## src/rtl/uvs_defs.vh

```
// Constants of the ultraviolet sensor two-wire slave
`ifndef UVL_DEFS_VH
`define UVL_DEFS_VH
// ----------------------------------------
// Bus addresses (7-bit)
// ----------------------------------------
`define UVL_ADDR_LOW 7'h38
`define UVL_ADDR_HIGH 7'h39
`define UVL_ADDR_ARA 7'h0C
// ----------------------------------------
// Command fields and reset value
// ----------------------------------------
`define UVL_CMD_ALERT_EN 5
`define UVL_CMD_LEVEL_SEL 4
`define UVL_CMD_PERIOD_HI 3
`define UVL_CMD_PERIOD_LO 2
`define UVL_CMD_SHUTDOWN 0
`define UVL_CMD_RESET 8'h06
// ----------------------------------------
// Alert levels in steps
// ----------------------------------------
`define UVL_LEVEL_LOW 16'h0066
`define UVL_LEVEL_HIGH 16'h0091
// ----------------------------------------
// Integration timing (cycles of 125 MHz per base period, 125 ms)
// ----------------------------------------
`define UVL_CLK_HZ 125000000
`define UVL_BASE_MS 125
`define UVL_BASE_CYCLES ((`UVL_CLK_HZ / 1000) * `UVL_BASE_MS)
`endif

```

## src/rtl/uvs_i2c_slave.v

```verilog
// Two-wire slave interface of the ultraviolet sensor
`timescale 1ns/1ps
`include "uvs_defs.vh"
// Functional notes
// [RULE1] Write: start, address, ack, command, ack, stop
// [RULE2] Command writes accepted at address 38h
// [RULE3] Low byte at 38h, high at 39h
// [RULE4] Host never writes to address 39h
// [RULE5] One 8-bit command governs everything
// [RULE6] Host writes bits 7:6 as zero
// [RULE7] Host writes bit 1 as one
// [RULE8] Bit 5 enables alert above threshold
// [RULE9] Bit 4 picks 102 or 145 steps
// [RULE10] Bits 3:2 pick half, 1, 2, 4 T
// [RULE11] Bit 0 set enters shutdown
// [RULE12] Host reads high byte first
// [RULE13] Then host reads low byte
// [RULE14] Host clears alert, then writes 06h
// [RULE15] Host initialises within 150 ms
// [RULE16] Alert response read answers, releases alert
// [RULE17] Host without interrupt polls response address
// [RULE18] Alert output is open-drain, active low
// [RULE19] Threshold compared on the reading scale
// [RULE20] Read: start, address, ack, byte, ack, stop
// [RULE21] Default integration period is 1T
// [RULE22] Command and latest result are held
// [RULE23] Only the four own addresses are acknowledged
module uvl_i2c_slave #(
  parameter T_CYCLES = `UVL_BASE_CYCLES // Base period in cycles
) (
  input wire core_clk_i, // Core clock, 125 MHz
  input wire srst_i, // Synchronous reset, active high
  input wire scl_i, // Bus clock pin
  input wire sda_i, // Bus data pin level
  output reg sda_o, // Bus data drive value, always 0
  output reg sda_oe_n_o, // Low while pulling data low
  output reg alert_o, // Alert pin drive value, always 0
  output reg alert_oe_n_o, // Low while alert asserted
  input wire [15:0] sample_i, // Converter count from front end
  output reg shutdown_o, // Front end shutdown
  output reg [7:0] command_o // Current command value
);
  // ----------------------------------------
  // Pin synchronisers and edge detection
  // ----------------------------------------
  reg [1:0] scl_s_r; // scl two-flop sync
  reg [1:0] sda_s_r; // sda two-flop sync
  reg scl_d_r; // Delayed synced scl
  reg sda_d_r; // Delayed synced sda
  wire scl; // Synced scl
  wire sda; // Synced sda
  assign scl = scl_s_r[1];
  assign sda = sda_s_r[1];
  wire scl_rise = scl & ~scl_d_r; // Sample edge
  wire scl_fall = ~scl & scl_d_r; // Drive edge
  wire start_c = scl & scl_d_r & sda_d_r & ~sda; // Start or repeated start
  wire stop_c = scl & scl_d_r & ~sda_d_r & sda; // Stop

  // Synchronise pins before any logic
  always @(posedge core_clk_i) begin
    if (srst_i) begin
      scl_s_r <= 2'b11;
      sda_s_r <= 2'b11;
      scl_d_r <= 1'b1;
      sda_d_r <= 1'b1;
    end else begin
      scl_s_r <= {scl_s_r[0], scl_i};
      sda_s_r <= {sda_s_r[0], sda_i};
      scl_d_r <= scl;
      sda_d_r <= sda;
    end
  end

  // ----------------------------------------
  // Measurement core
  // ----------------------------------------
  wire [15:0] result; // Latest completed reading
  wire done; // Capture pulse
  uvl_integrator #(
    .T_CYCLES(T_CYCLES)
  ) u_integ (
    .core_clk_i(core_clk_i),
    .srst_i(srst_i),
    .period_sel_i(command_o[`UVL_CMD_PERIOD_HI:`UVL_CMD_PERIOD_LO]), // [RULE5]
    .shutdown_i(command_o[`UVL_CMD_SHUTDOWN]),
    .sample_i(sample_i),
    .result_o(result),
    .done_o(done)
  );

  // Address decode helper
  function addr_known;
    input [7:0] b;
    begin
      addr_known = (b[7:1] == `UVL_ADDR_LOW) || // [RULE23]
                   (b == {`UVL_ADDR_HIGH, 1'b1}) ||
                   (b == {`UVL_ADDR_ARA, 1'b1});
    end
  endfunction

  // ----------------------------------------
  // Transfer state machine
  // ----------------------------------------
  localparam ST_IDLE = 3'd0; // Waiting for start
  localparam ST_ADDR = 3'd1; // Shifting address byte
  localparam ST_AACK = 3'd2; // Address acknowledge slot
  localparam ST_WDAT = 3'd3; // Receiving command byte
  localparam ST_WACK = 3'd4; // Command acknowledge slot
  localparam ST_RDAT = 3'd5; // Sending data byte
  localparam ST_RACK = 3'd6; // Host acknowledge slot
  localparam ST_DONE = 3'd7; // Ignore until stop or start

  reg [2:0] st_r; // Current state
  reg [7:0] sh_r; // Shift register
  reg [3:0] bit_r; // Bit counter
  reg [7:0] addr_r; // Received address byte
  reg alert_r; // Alert pending
  reg [15:0] alert_level; // Selected alert level
  wire [7:0] ara_reply; // Own address returned to an alert response read
  assign ara_reply = {`UVL_ADDR_LOW, 1'b0};

  // Alert level in reading steps, same scale as result
  always @* begin
    alert_level = command_o[`UVL_CMD_LEVEL_SEL] ? `UVL_LEVEL_HIGH : `UVL_LEVEL_LOW; // [RULE9] [RULE19]
  end

  // Bus protocol, command register and alert logic
  always @(posedge core_clk_i) begin
    if (srst_i) begin
      st_r <= ST_IDLE;
      sh_r <= 8'h00;
      bit_r <= 4'h0;
      addr_r <= 8'h00;
      alert_r <= 1'b0;
      command_o <= `UVL_CMD_RESET; // [RULE21]
      shutdown_o <= 1'b0;
      sda_o <= 1'b0;
      sda_oe_n_o <= 1'b1;
      alert_o <= 1'b0;
      alert_oe_n_o <= 1'b1;
    end else begin
      shutdown_o <= command_o[`UVL_CMD_SHUTDOWN]; // [RULE11]
      alert_oe_n_o <= ~alert_r; // [RULE18]
      if (start_c) begin
        st_r <= ST_ADDR;
        bit_r <= 4'h0;
        sda_oe_n_o <= 1'b1;
      end else if (stop_c) begin
        st_r <= ST_IDLE;
        sda_oe_n_o <= 1'b1;
      end else begin
        case (st_r)
          ST_ADDR: begin
            if (scl_rise) begin
              sh_r <= {sh_r[6:0], sda};
              bit_r <= bit_r + 4'h1;
            end else if (scl_fall && bit_r == 4'h8) begin
              addr_r <= sh_r;
              bit_r <= 4'h0;
              if (addr_known(sh_r)) begin // [RULE2] [RULE3]
                sda_oe_n_o <= 1'b0;
                st_r <= ST_AACK;
              end else begin
                st_r <= ST_DONE;
              end
            end
          end
          ST_AACK: begin
            if (scl_fall) begin
              if (addr_r[0]) begin
                // Load reply byte and drive its msb
                if (addr_r[7:1] == `UVL_ADDR_ARA) begin
                  sh_r <= ara_reply; // [RULE16]
                  alert_r <= 1'b0;
                  sda_oe_n_o <= ara_reply[7];
                end else if (addr_r[7:1] == `UVL_ADDR_HIGH) begin
                  sh_r <= result[15:8]; // [RULE3]
                  sda_oe_n_o <= result[15];
                end else begin
                  sh_r <= result[7:0];
                  sda_oe_n_o <= result[7];
                end
                st_r <= ST_RDAT; // [RULE20]
              end else begin
                sda_oe_n_o <= 1'b1;
                st_r <= ST_WDAT; // [RULE1]
              end
            end
          end
          ST_WDAT: begin
            if (scl_rise) begin
              sh_r <= {sh_r[6:0], sda};
              bit_r <= bit_r + 4'h1;
            end else if (scl_fall && bit_r == 4'h8) begin
              command_o <= sh_r; // [RULE5] [RULE22]
              sda_oe_n_o <= 1'b0;
              st_r <= ST_WACK;
            end
          end
          ST_WACK: begin
            if (scl_fall) begin
              sda_oe_n_o <= 1'b1;
              st_r <= ST_DONE;
            end
          end
          ST_RDAT: begin
            if (scl_rise) begin
              bit_r <= bit_r + 4'h1;
            end else if (scl_fall) begin
              if (bit_r == 4'h8) begin
                sda_oe_n_o <= 1'b1;
                st_r <= ST_RACK;
              end else begin
                sh_r <= {sh_r[6:0], 1'b0};
                sda_oe_n_o <= sh_r[6];
              end
            end
          end
          ST_RACK: begin
            if (scl_fall) begin
              st_r <= ST_DONE;
            end
          end
          ST_IDLE, ST_DONE: begin
            sda_oe_n_o <= 1'b1;
          end
          default: begin
            st_r <= ST_IDLE;
          end
        endcase
      end
      // Alert set on capture above the level; last, so a set beats a same-cycle release
      if (done && command_o[`UVL_CMD_ALERT_EN] && (result > alert_level)) begin // [RULE8]
        alert_r <= 1'b1;
      end else if (!command_o[`UVL_CMD_ALERT_EN]) begin
        alert_r <= 1'b0;
      end
    end
  end
endmodule

```

## src/rtl/uvs_integrator.v

```verilog
// Integration period counter and result capture for the sensor core
`timescale 1ns/1ps
`include "uvs_defs.vh"
module uvl_integrator #(
  parameter T_CYCLES = `UVL_BASE_CYCLES // Base period T in clock cycles
) (
  input wire core_clk_i, // Core clock
  input wire srst_i, // Synchronous reset
  input wire [1:0] period_sel_i, // Integration period code
  input wire shutdown_i, // Low-power shutdown
  input wire [15:0] sample_i, // Converter count
  output reg [15:0] result_o, // Latest completed result
  output reg done_o // One-cycle pulse at capture
);
  // ----------------------------------------
  // Period counter
  // ----------------------------------------
  localparam [33:0] LIM_FULL = T_CYCLES; // One base period, widened to the counter
  localparam [33:0] LIM_HALF = LIM_FULL >> 1; // Half a base period
  localparam [33:0] LIM_DOUBLE = LIM_FULL << 1; // Two base periods
  localparam [33:0] LIM_QUAD = LIM_FULL << 2; // Four base periods
  reg [33:0] cnt_r; // Cycles elapsed
  wire [33:0] limit; // Period length in cycles
  assign limit = (period_sel_i == 2'b00) ? LIM_HALF : // [RULE10]
                 (period_sel_i == 2'b01) ? LIM_FULL :
                 (period_sel_i == 2'b10) ? LIM_DOUBLE : LIM_QUAD;

  // Count and capture at end of each period; counter held at zero in shutdown
  always @(posedge core_clk_i) begin
    if (srst_i) begin
      cnt_r <= 34'h0;
      result_o <= 16'h0000;
      done_o <= 1'b0;
    end else begin
      done_o <= 1'b0;
      if (shutdown_i) begin // [RULE11]
        cnt_r <= 34'h0;
      end else if (cnt_r + 34'h1 >= limit) begin
        cnt_r <= 34'h0;
        result_o <= sample_i; // [RULE22]
        done_o <= 1'b1;
      end else begin
        cnt_r <= cnt_r + 34'h1;
      end
    end
  end
endmodule

```

## config.mk

```make
export PLATFORM = sky130hd
export DESIGN_NAME = uvl_i2c_slave
export DESIGN_NICKNAME = d
export VERILOG_FILES = /design/src/rtl/uvs_i2c_slave.v /design/src/rtl/uvs_integrator.v
export VERILOG_INCLUDE_DIRS = /design/src /design/src/rtl
export SDC_FILE = /design/constraint.sdc
export NUM_CORES = 1
export LEC_CHECK = 0
export BUFFER_PORTS_ARGS = -buffer_cell sky130_fd_sc_hd__buf_2
export CAP_MARGIN = 20
export CORE_AREA = 2 2 101 103
export CTS_CLUSTER_DIAMETER = 80
export DETAILED_ROUTE_END_ITERATION = 7
export DIE_AREA = 0 0 103 105
export GPL_ROUTABILITY_DRIVEN = 0
export HOLD_SLACK_MARGIN = 0.15
export PLACE_DENSITY = 0.77
export RECOVER_POWER = 25
export SLEW_MARGIN = 20
export SYNTH_ARGS = -nofsm -noshare
export SYNTH_HDL_FRONTEND = slang
export SYNTH_HIERARCHICAL = 1
export SYNTH_SLANG_ARGS = --single-unit
```

## constraint.sdc

```tcl
create_clock -name core_clk_i -period 4.35 [get_ports core_clk_i]
set_input_delay 0.435 -clock core_clk_i [delete_from_list [all_inputs] [get_ports core_clk_i]]
set_output_delay 0.435 -clock core_clk_i [all_outputs]
set_load 0.1 [all_outputs]
```

# Word level (Yosys, flattened, before mapping)

Index checks and enable logic that the tools add are counted.

Add/sub/neg operators: 2
$lt $le $gt $ge: 2
Equal/unequal tests: 46
Muxes and demuxes: 54
Bitwise logic cells: 16
Reduce and logical (&&, ||, !) cells: 29

Operators by type and width:

| cell                  | count |
|---|---|
| $mux 8                | 9 |
| $mux 34               | 2 |
| $add 34x1->34 const B | 1 |
| $ge 34x34->1          | 1 |
| $mux 3                | 11 |
| $ne 4x4->1 const B    | 8 |
| $reduce_and 10->1     | 3 |
| $mux 26               | 1 |
| $mux 1                | 24 |
| $ne 2x2->1 const B    | 12 |
| $pmux 8 s3            | 1 |
| $gt 16x8->1           | 1 |
| $pmux 3 s5            | 1 |
| $eq 7x6->1 const B    | 2 |
| $eq 3x3->1 const B    | 4 |
| $mux 4                | 3 |
| $ne 3x1->1 const B    | 4 |
| $reduce_or 2->1       | 6 |
| $reduce_and 5->1      | 2 |
| $not 1->1             | 9 |
| $reduce_and 9->1      | 1 |
| $eq 8x5->1 const B    | 1 |
| $eq 8x7->1 const B    | 1 |
| $pmux 4 s2            | 1 |
| 26 further kinds      | 40 |

Register bits: 92
Input port bits: 20
Output and inout bits: 13

# Depth between registers and ports, before layout

Gate-level depths: netlist (run 1).

Depth in word-level cells: 9
Gate-level depth with buffers: 17
Mapped depth without buffers: 15

# Modules after synthesis

The synthesis (run 1) kept the hierarchy.

Modules (own cells, without submodules):

| module         | times used | cells each | area each (µm²) | sequential area each (µm²) |
|---|---|---|---|---|
| uvl_integrator | 1          | 389        | 3409.5          | 1021.0 |
| uvl_i2c_slave  | 1          | 264        | 2297.2          | 820.8 |

# Least setup slack after synthesis (run 1)

No wires, ideal clock.

Path kind: reg-to-reg
Start point: reg command_o[2]
End point: reg u_integ.cnt_r[15]
Library setup time: 0.061 ns
Arrival time: 3.950 ns
Data required time: 4.289 ns
Slack: 0.338 ns
Stages on the path, launching flop included: 14
Cells stage by stage: dfxtp_1 inv_1 ha_1 or2_2 inv_1 ha_1 a21oi_1 o21ai_0 or4_1 a311o_1 or4_4 buf_6 buf_12 nor2b_4

Cells in the longest elaborated chain, start to end: 6
Elaborated cells between the ends (all ways): 8
Those cells by class: order compare (1); eq/ne (2); mux (3); reduce/logical (2)

RTL lines:

| item                        | RTL line            | text |
|---|---|---|
| start: declaration          | uvs_i2c_slave.v:41  | `output reg [7:0] command_o` |
| start signal: assignment    | uvs_i2c_slave.v:135 | `` command_o <= `UVL_CMD_RESET; `` |
| start signal: assignment    | uvs_i2c_slave.v:195 | `command_o <= sh_r;` |
| $eq 2x2->1                  | uvs_integrator.v:26 | `(period_sel_i == 2'b10) ? LIM_DOUBLE : LIM_QUAD;` |
| $mux 26                     | uvs_integrator.v:26 |  |
| $mux 34                     | uvs_integrator.v:25 | `(period_sel_i == 2'b01) ? LIM_FULL :` |
| $mux 34 *                   | uvs_integrator.v:24 | `assign limit = (period_sel_i == 2'b00) ? LIM_HALF :` |
| $ge 34x34->1 *              | uvs_integrator.v:38 | `end else if (cnt_r + 34'h1 >= limit) begin` |
| $reduce_or 3->1 (no line) * | --                  |  |
| end signal: assignment      | uvs_integrator.v:43 | `cnt_r <= cnt_r + 34'h1;` |
| end: declaration            | uvs_integrator.v:22 | `reg [33:0] cnt_r;` |

Mark *: on every way between the ends. The rest lies on a longest branch, timed or not.
A chain may end at the register's enable or synchronous reset.

# Final worst setup path (run 1)

Start point: reg u_integ.cnt_r[0]
End point: reg u_integ.result_o[8]

Cells in the longest elaborated chain, start to end: 3

RTL lines:

| item                       | RTL line            | text |
|---|---|---|
| $add 34x1->34              | uvs_integrator.v:38 |  |
| $ge 34x34->1               | uvs_integrator.v:38 |  |
| $reduce_and 2->1 (no line) | --                  |  |
| end signal: assignment     | uvs_integrator.v:40 | `result_o <= sample_i;` |
| end: declaration           | uvs_integrator.v:12 | `output reg [15:0] result_o,` |

No other way between the ends.

==> results.cfg, run 1 <==
[pwr]
design_power_total_uw = 1620
powerDensity_mw_per_mm2 = 266
leakage_uw = 0.00240
ir_worst_vdd_v = 0.000171

[floorplan]
num_rows = 36
start_util = 0.592
dieArea_mm2 = 0.0108
ios = 33
die_w_um = 103
core-area_mm2 = 0.00964
die_h_um = 105

[synth]
synth-simple-area-share = 0.312
ys_async_sr_fraction = 0
synth_compound_area_frac = 0.151
synthXorXnorAreaFrac = 0.0445
ys_seq_area_frac = 0.323
syn_avg_cell_area_um2 = 8.74
synthCells = 653
synth_top_family_by_area = simple AND/OR/NAND/NOR gates
synthDistinctLibCells = 76
ys_seq_elements = 92
synth-edff-count = 0
post_synth_fa_ha_maj_area_fraction = 0.0877
synth_flop_cell = dfxtp_1
synth_area_mm2 = 0.00571
yosys_warnings = 6
synth.area.mux_share = 0.0333

[worst_setup_path]
worstSetupStartpointType = flop
end_kind = flop
crit_arrival_ns = 4.36
crit_path_max_fanout = 17
timing_worst_setup_path_type = flop to flop
critPathRequiredTime_ns = 4.59

[sta]
max_freq_mhz = 243
slew_headroom = 0.222
whs_ns = 0.253
worst_pin_slew_ns = 1.17
finalSetupViolCount = 0
rsz0062_at_grt = yes
fin_tns_setup_ns = 0
hold_violations = 0
fin_crit_ns = 4.12
finClkSkew_ns = 0.0175
period_share = 0.946
drv_slew = 0

[drt]
drc = 0
via_per_inst = 5.82
dr.first_iter.drc_count = 291
firstDrtPassIters = 4
wl_per_cell_um = 15.5
wl_um = 12600
ant_nets = 0
num_vias = 4743

[clock_network]
htree_levels = 3
cts_sinks = 92
cts_tree = yes
clockBufferDepth = 2
clkTransAtPathRegs_ns = 0.10
ctsHoldBuffers = 0
cts-root-buf = clkbuf_8
clk_latency_ns = 0.36
cts_buffers = 9

[layout]
fillCellCount = 837
drive_above_1_share = 0.133
diodes = 0
regArea_mm2 = 0.00184
multi_input_area_mm2 = 0.00362
instances_no_fill = 815
syn2layout_area_growth_pct = 6.84
utilization = 0.633
layout_commonest_cell = dfxtp_1
final_cell_mix = dfxtp_1 (92), nor2_1 (63), nand2_1 (54), ha_1 (40), a21oi_1 (33)
nNetsFinal = 737

[global_routing]
overflow = 0
grt_pass1_wl_um = 21200
antenna_found_initial = 0
grt_pass1_vias = 4499
grt.total_usage = 0.244
grt_max_degree = 82

[place]
dp_hpwl_um = 9210
portBuffers = 30
placedCellCount = 799

[worst_hold_path]
min_path_type = input pin to flop

[run_status]
status = finished clean

[flow_run]
cap_violations = 0
-- synth_stat cells (all sizes together), types with 3 or more instances --
cell type / count / area (um^2)
nor4: 6 / 80.1
and4: 3 / 26.3
ha: 40 / 500
nor3b: 19 / 148
and2b: 5 / 37.5
clkbuf: 18 / 68.8
a21oi: 33 / 165
o21a: 4 / 30.0
nand3: 21 / 110
o21ai: 31 / 155
nand4: 13 / 81.3
nor2: 66 / 255
xor2: 12 / 105
mux2i: 19 / 190
or2: 11 / 68.8
or3: 5 / 36.3
and3: 9 / 56.3
nand2b: 26 / 170
a211oi: 6 / 45.0
nor3: 11 / 60.1
a21o: 4 / 30.0
inv: 18 / 67.6
dfxtp: 92 / 1840
o41ai: 3 / 48.8
nor2b: 31 / 322
buf: 14 / 128
o311ai: 17 / 149
nand2: 54 / 203
nand4b: 3 / 26.3
xnor2: 17 / 149
o211ai: 3 / 22.5
-- registers in the layout (all words and copies together) (netlist names) --
signal	flops
shutdown_o	1
scl_s_r	2
sda_d_r	1
bit_r	4
alert_r	1
u_integ/done_o	1
u_integ/result_o	16
sda_oe_n_o	1
command_o	8
sh_r	8
alert_oe_n_o	1
sda_s_r	2
st_r	3
addr_r	8
scl_d_r	1
u_integ/cnt_r	34
-- timing repair --
action                                 4_1_cts  5_1_grt
setup buffers                                0        0
setup endpoints to repair                    0       12
endpoints found under the hold margin        0        0
resized for setup                            0        2
-- report_power, final --
| group | switching, uW | internal, uW |
|---|---|---|
| Sequential | 31.8 | 864 |
| Clock | 307 | 285 |
| Combinational | 81.4 | 52.2 |
-- path summary, 6_finish.rpt --
| check | from | end | slack [ns] | depth (start not counted) |
|---|---|---|---|---|
| max | u_integ/cnt_r[0]$_SDFF_PP0_ | u_integ/result_o[8]$_SDFFE_PP0P_ | 0.23 | 15 |
| max reg2reg | u_integ/cnt_r[0]$_SDFF_PP0_ | u_integ/result_o[8]$_SDFFE_PP0P_ | 0.23 | 15 |
| min | sda_i | sda_s_r[0]$_SDFF_PP1_ | 0.25 | 2 |
| min reg2reg | alert_r$_SDFFE_PP0P_ | alert_oe_n_o$_SDFF_PP1_ | 0.41 | 1 |
-- final cells by class --
class	count	share of cell area
clock buffers	10	0.0226
clock inverters	6	0.0113
inverters	19	0.0117
multi-input cells	518	0.594
flip-flops and latches	92	0.302
well taps	133	0.0273
repair buffers	37	0.0310
-- critical path: stages, from the launching register on --
cell	delay [ns]
dfxtp_1	0.43
ha_1	0.23
inv_1	0.08
nor3_1	0.25
and2_1	0.20
and3_1	0.19
nand3_1	0.10
xnor2_1	0.24
ha_1	0.29
nand2_1	0.06
o21ai_0	0.10
or4_1	0.50
a311o_1	0.33
buf_4	0.21
or2_2	0.43
o311ai_0	0.38
-- metal layers --
layer  up-vias  part of all wire  GRT usage
li1       2360                 -          -
met1      2228              0.46      0.341
met2       131              0.47      0.374
met3        24             0.047     0.0361
met4         0             0.022     0.0977
met5         -                 0          0
-- metrics by stage --
stage / setup WS, ns / cell area [um^2]
5_1_grt: -0.0216 / 6100
3_3_place_gp: 0.430 / 5910
2_1_floorplan: 0.338 / 5740
4_1_cts: 0.211 / 6120
3_5_place_dp: 0.255 / 5910
6_report: 0.234 / 6100
-- cell families after synthesis --
family          after synthesis
compound gates              125
xor+xnor                     29
simple gates                295
flops                        92
other cells                   2
mux                          19
buf+inv                      51
fa+ha+maj                    40
Note: power is estimated with default switching activity, not from simulation.
==> inputs of run 2 (changes only) <==
- MAX_ROUTING_LAYER: unset -> met4
- REMOVE_ABC_BUFFERS: unset -> 1
==> run 2 against run 1 <==
Against the previous run:
- the flow now finishes with violations (max-capacitance violations, max-slew violations)
- non-clock buffer count fell by 1
- largest power group unchanged
- largest cell class unchanged
- register-to-register slack improved by 0.07 ns
- global-route usage increased by 0.57 points
- power rose by 1.7%
- worst hold slack lost 0.0086 ns
- combinational power about the same
- fmax grew 1.7%
- sequential power hardly changed
- routed wire length hardly changed
- worst setup slack better by 0.068 ns
- clock power increased by 5.1%
- final area up 0.33%
==> results.cfg, run 2 (same netlist as run 1, synthesis figures left out) <==
[drt]
firstDrtPassIters = 5
via_per_inst = 5.87
ant_nets = 0
wl_per_cell_um = 15.5
num_vias = 4775
wl_um = 12600
drc = 0
dr.first_iter.drc_count = 311

[clock_network]
clockBufferDepth = 2
cts_sinks = 92
cts_tree = yes
htree_levels = 3
cts_buffers = 9
clkTransAtPathRegs_ns = 0.08
cts-root-buf = clkbuf_8
post_cts.repair.setup_buffers = 0
clk_latency_ns = 0.37

[global_routing]
grt_pass1_wl_um = 21300
grt_pass1_vias = 4503
grt_max_degree = 60
grt.total_usage = 0.250
antenna_found_initial = 0
overflow = 0

[sta]
hold_violations = 0
worst_pin_slew_ns = 2.07
max_freq_mhz = 247
period_share = 0.931
layout_setup_ws_ns = 0.302
rsz0062_at_grt = no
drv_slew = 60
fin_crit_ns = 4.05
fin_tns_setup_ns = 0
slew_headroom = -0.377
whs_ns = 0.244
finClkSkew_ns = 0.00960
finalSetupViolCount = 0

[worst_setup_path]
crit_arrival_ns = 4.31
worst_path_largest_cell_delay_ns = 0.51
crit_path_max_fanout = 17
worstSetupStartpointType = flop
rr_endpoint = u_integ/result_o[4]$_SDFFE_PP0P_
timing_worst_setup_path_type = flop to flop
critPathRequiredTime_ns = 4.61
slowest_stage = or4_1
r2r_setup_slack_ns = 0.30
r2r_start = u_integ/cnt_r[0]$_SDFF_PP0_
reg2reg_depth = 15
end_kind = flop
crit_chain = ha_1 -> inv_1 -> nor3_1 -> and2_1 -> and3_1 -> nand3_1 -> xnor2_1 -> ha_1 -> nand2_1 -> o21ai_0 -> or4_1 -> a311o_1 -> buf_4 -> or2_2 -> o311ai_0
path_common_cell = ha_1

[run_status]
violations = max-capacitance violations, max-slew violations
status = finished with violations

[place]
place_ws_ns = 0.322
placedCellCount = 798
portBuffers = 30
dp_hpwl_um = 9190

[floorplan]
core-area_mm2 = 0.00964
ios = 33
num_rows = 36
die_h_um = 105
die_w_um = 103
start_util = 0.592
dieArea_mm2 = 0.0108

[layout]
nNetsFinal = 736
final_cell_mix = dfxtp_1 (92), nor2_1 (63), nand2_1 (54), ha_1 (40), a21oi_1 (33)
layout_commonest_cell = dfxtp_1
top_regs = u_integ/cnt_r (34), u_integ/result_o (16)
drive_above_1_share = 0.131
instances_no_fill = 814
largest_reg_flops = 34
utilization = 0.635
diodes = 0
largest_register = u_integ/cnt_r
syn2layout_area_growth_pct = 7.19

[pwr]
leakage_uw = 0.00241
ir_worst_vdd_v = 0.000173
powerDensity_mw_per_mm2 = 270

[worst_hold_path]
min-delay-start = scl_i
whs_path_depth = 2
min_to = scl_s_r[0]$_SDFF_PP1_
min_path_type = input pin to flop

[flow_run]
cap_violations = 1
run 2: repair_timing:
item                       in CTS  in global routing
hold buffers                    0                  0
setup endpoints to repair       0                  6
resized for setup               0                  3
run 2: how the worst max path moves through the flow:
stage,from,end,slack [ns],depth (start not counted)
2_1_floorplan,command_o[2]$_SDFFE_PP1P_,u_integ/cnt_r[6]$_SDFF_PP0_,0.11,11
3_3_place_gp,u_integ/cnt_r[0]$_SDFF_PP0_,u_integ/result_o[9]$_SDFFE_PP0P_,0.45,15
3_5_place_dp,u_integ/cnt_r[0]$_SDFF_PP0_,u_integ/result_o[5]$_SDFFE_PP0P_,0.32,15
4_1_cts,u_integ/cnt_r[0]$_SDFF_PP0_,u_integ/result_o[5]$_SDFFE_PP0P_,0.28,15
5_1_grt,u_integ/cnt_r[0]$_SDFF_PP0_,u_integ/result_o[2]$_SDFFE_PP0P_,0.02,15
6_report,u_integ/cnt_r[0]$_SDFF_PP0_,u_integ/result_o[4]$_SDFFE_PP0P_,0.30,15
run 2: per-stage QoR:
stage               power, uW  instance area [um^2]
floorplan                 995                  5540
global placement         1040                  5910
detailed placement       1040                  5910
CTS                      1660                  6140
global route             1710                  6120
finish                   1650                  6120
run 2: power breakdown:
| group | switching [uW] | leakage (uW) | total, uW | internal (uW) |
|---|---|---|---|---|
| clock | 294 | 0.000112 | 622 | 327 |
| combinational | 81.4 | 0.00154 | 134 | 52.3 |
| sequential | 29.2 | 0.000752 | 893 | 864 |
| total | 405 | 0.00241 | 1650 | 1240 |
run 2: layout make-up:
type,instances,area [um^2]
multi-input cells,518,3630
fillers,833,3520
clock buffers,13,179
well taps,133,166
inverters,19,71.3
clock inverters,3,42.5
flip-flops and latches,92,1840
repair buffers,36,189
run 2: metal layers:
metal | share of wire | vias to the layer above | GRT usage | wire [um]
li1 | - | 2357 | - | -
met1 | 0.49 | 2264 | 0.353 | 6140
met2 | 0.45 | 138 | 0.365 | 5690
met3 | 0.048 | 16 | 0.0388 | 610
met4 | 0.013 | 0 | 0.0789 | 165
met5 | 0 | - | - | 0
run 2: critical path: cells and delay by family (launching register included):
kind            cells  cell delay, ns
simple gates        7            1.74
compound gates      3            0.75
fa+ha+maj           2            0.52
flops               1            0.43
buf+inv             2            0.29
xor+xnor            1            0.23
==> inputs of run 3 (changes only) <==
- CORE_AREA: 2 2 101 103 -> 5 5 104 106
- DIE_AREA: 0 0 103 105 -> 0 0 109 111
==> run 3 against run 2 <==
Against the previous run:
- the flow now finishes without violations
- clock power decreased by 4.8%
- worst setup slack got worse by 0.0033 ns
- flip-flop and latch count unchanged
- clock-buffer cell count decreased by 3
- combinational power about the same
- register-to-register slack about the same
- via count increased by 1.1%
- final area decreased by 0.33%
- die area increased by 12%
- critical path depth decreased by 1
==> results.cfg, run 3 (same netlist as run 1, synthesis figures left out) <==
[flow_run]
cap_violations = 0

[place]
portBuffers = 30
place_ws_ns = 0.350
dp_hpwl_um = 9280

[floorplan]
core-area_mm2 = 0.00968
start_util = 0.589
die_h_um = 111
ios = 33
dieArea_mm2 = 0.0121
num_rows = 36
die_w_um = 109

[clock_network]
post_cts_resized = 0
clockBufferDepth = 2
cts_buffers = 9
cts-root-buf = clkbuf_8
htree_levels = 3
post_cts.repair.setup_buffers = 0
clkTransAtPathRegs_ns = 0.10
cts_tree = yes
ctsHoldBuffers = 0
clk_latency_ns = 0.37
cts_sinks = 92

[run_status]
status = finished clean

[layout]
largest_register = u_integ/cnt_r
drive_above_1_share = 0.135
syn2layout_area_growth_pct = 6.84
largest_reg_flops = 34
final_cell_mix = dfxtp_1 (92), nor2_1 (63), nand2_1 (54), ha_1 (40), a21oi_1 (33)
top_regs = u_integ/cnt_r (34), u_integ/result_o (16)
diodes = 0
layout_commonest_cell = dfxtp_1
nNetsFinal = 737

[worst_setup_path]
critPathRequiredTime_ns = 4.67
timing_worst_setup_path_type = flop to flop
crit_path_max_fanout = 26
crit_arrival_ns = 4.38
worstSetupStartpointType = flop
end_kind = flop

[sta]
period_share = 0.931
max_freq_mhz = 247
rsz0062_at_grt = no
finClkSkew_ns = 0.0139
fin_crit_ns = 4.05
slew_headroom = 0.209
worst_pin_slew_ns = 1.19
fin_tns_setup_ns = 0
drv_slew = 0
finalSetupViolCount = 0
hold_violations = 0
layout_setup_ws_ns = 0.298

[worst_hold_path]
min_path_type = input pin to flop

[pwr]
design_power_total_uw = 1620
leakage_uw = 0.00240
powerDensity_mw_per_mm2 = 266
ir_worst_vdd_v = 0.000237

[drt]
firstDrtPassIters = 6
wl_per_cell_um = 15.8
dr.first_iter.drc_count = 405
wl_um = 12900
via_per_inst = 5.92
ant_nets = 0
num_vias = 4828
drc = 0

[global_routing]
antenna_found_initial = 0
grt_max_degree = 80
grt_pass1_wl_um = 22100
grt_pass1_vias = 4630
overflow = 0
grt.total_usage = 0.227
## run 3: worst paths after layout
kind	start	end	slack (ns)	depth (start not counted)
setup / recovery	u_integ/cnt_r[0]$_SDFF_PP0_	u_integ/cnt_r[3]$_SDFF_PP0_	0.30	14
hold / removal	sda_i	sda_s_r[0]$_SDFF_PP1_	0.24	2
setup reg to reg	u_integ/cnt_r[0]$_SDFF_PP0_	u_integ/cnt_r[3]$_SDFF_PP0_	0.30	14
hold reg to reg	scl_s_r[0]$_SDFF_PP1_	scl_s_r[1]$_SDFF_PP1_	0.42	1
## run 3: stage by stage
stage / instance area [um^2] / hold WS [ns] / util / instances
3_5_place_dp: 5910 / 0.403 / 0.610 / 799
5_1_grt: 6100 / 0.230 / 0.630 / 815
2_1_floorplan: 5540 / 0.358 / - / 629
3_3_place_gp: 5910 / 0.393 / 0.610 / 799
4_1_cts: 6110 / 0.227 / 0.631 / 815
6_report: 6100 / 0.239 / 0.630 / 815
## run 3: layout make-up
class / instances / area, um^2
multi-input cells: 518 / 3630
inverters: 19 / 71.3
fillers: 815 / 3590
clock buffers: 10 / 138
flip-flops and latches: 92 / 1840
repair buffers: 37 / 189
clock inverters: 6 / 63.8
well taps: 133 / 166
## run 3: critical path, stage by stage, from the launching register on
cell     delay, ns
dfxtp_1       0.43
ha_1          0.23
inv_1         0.09
nor3_2        0.22
and2_1        0.19
and3_1        0.20
nand3_1       0.10
xnor2_1       0.20
ha_1          0.28
nand2_1       0.07
o21ai_0       0.10
or4_1         0.53
a311o_1       0.31
or4_4         0.72
and2b_1       0.30
## run 3: per-layer routing
metal	track usage	wire length, um
met5	-	0
met1	0.310	6020
met4	0.0816	266
met3	0.0355	780
met2	0.339	5790
## run 3: report_power, final
group	internal [uW]	total (uW)	switching (uW)	leakage (uW)
sequential	864	893	29.1	0.000752
combinational	52.3	134	81.8	0.00155
clock	280	592	312	0.0000983
total	1200	1620	423	0.00240
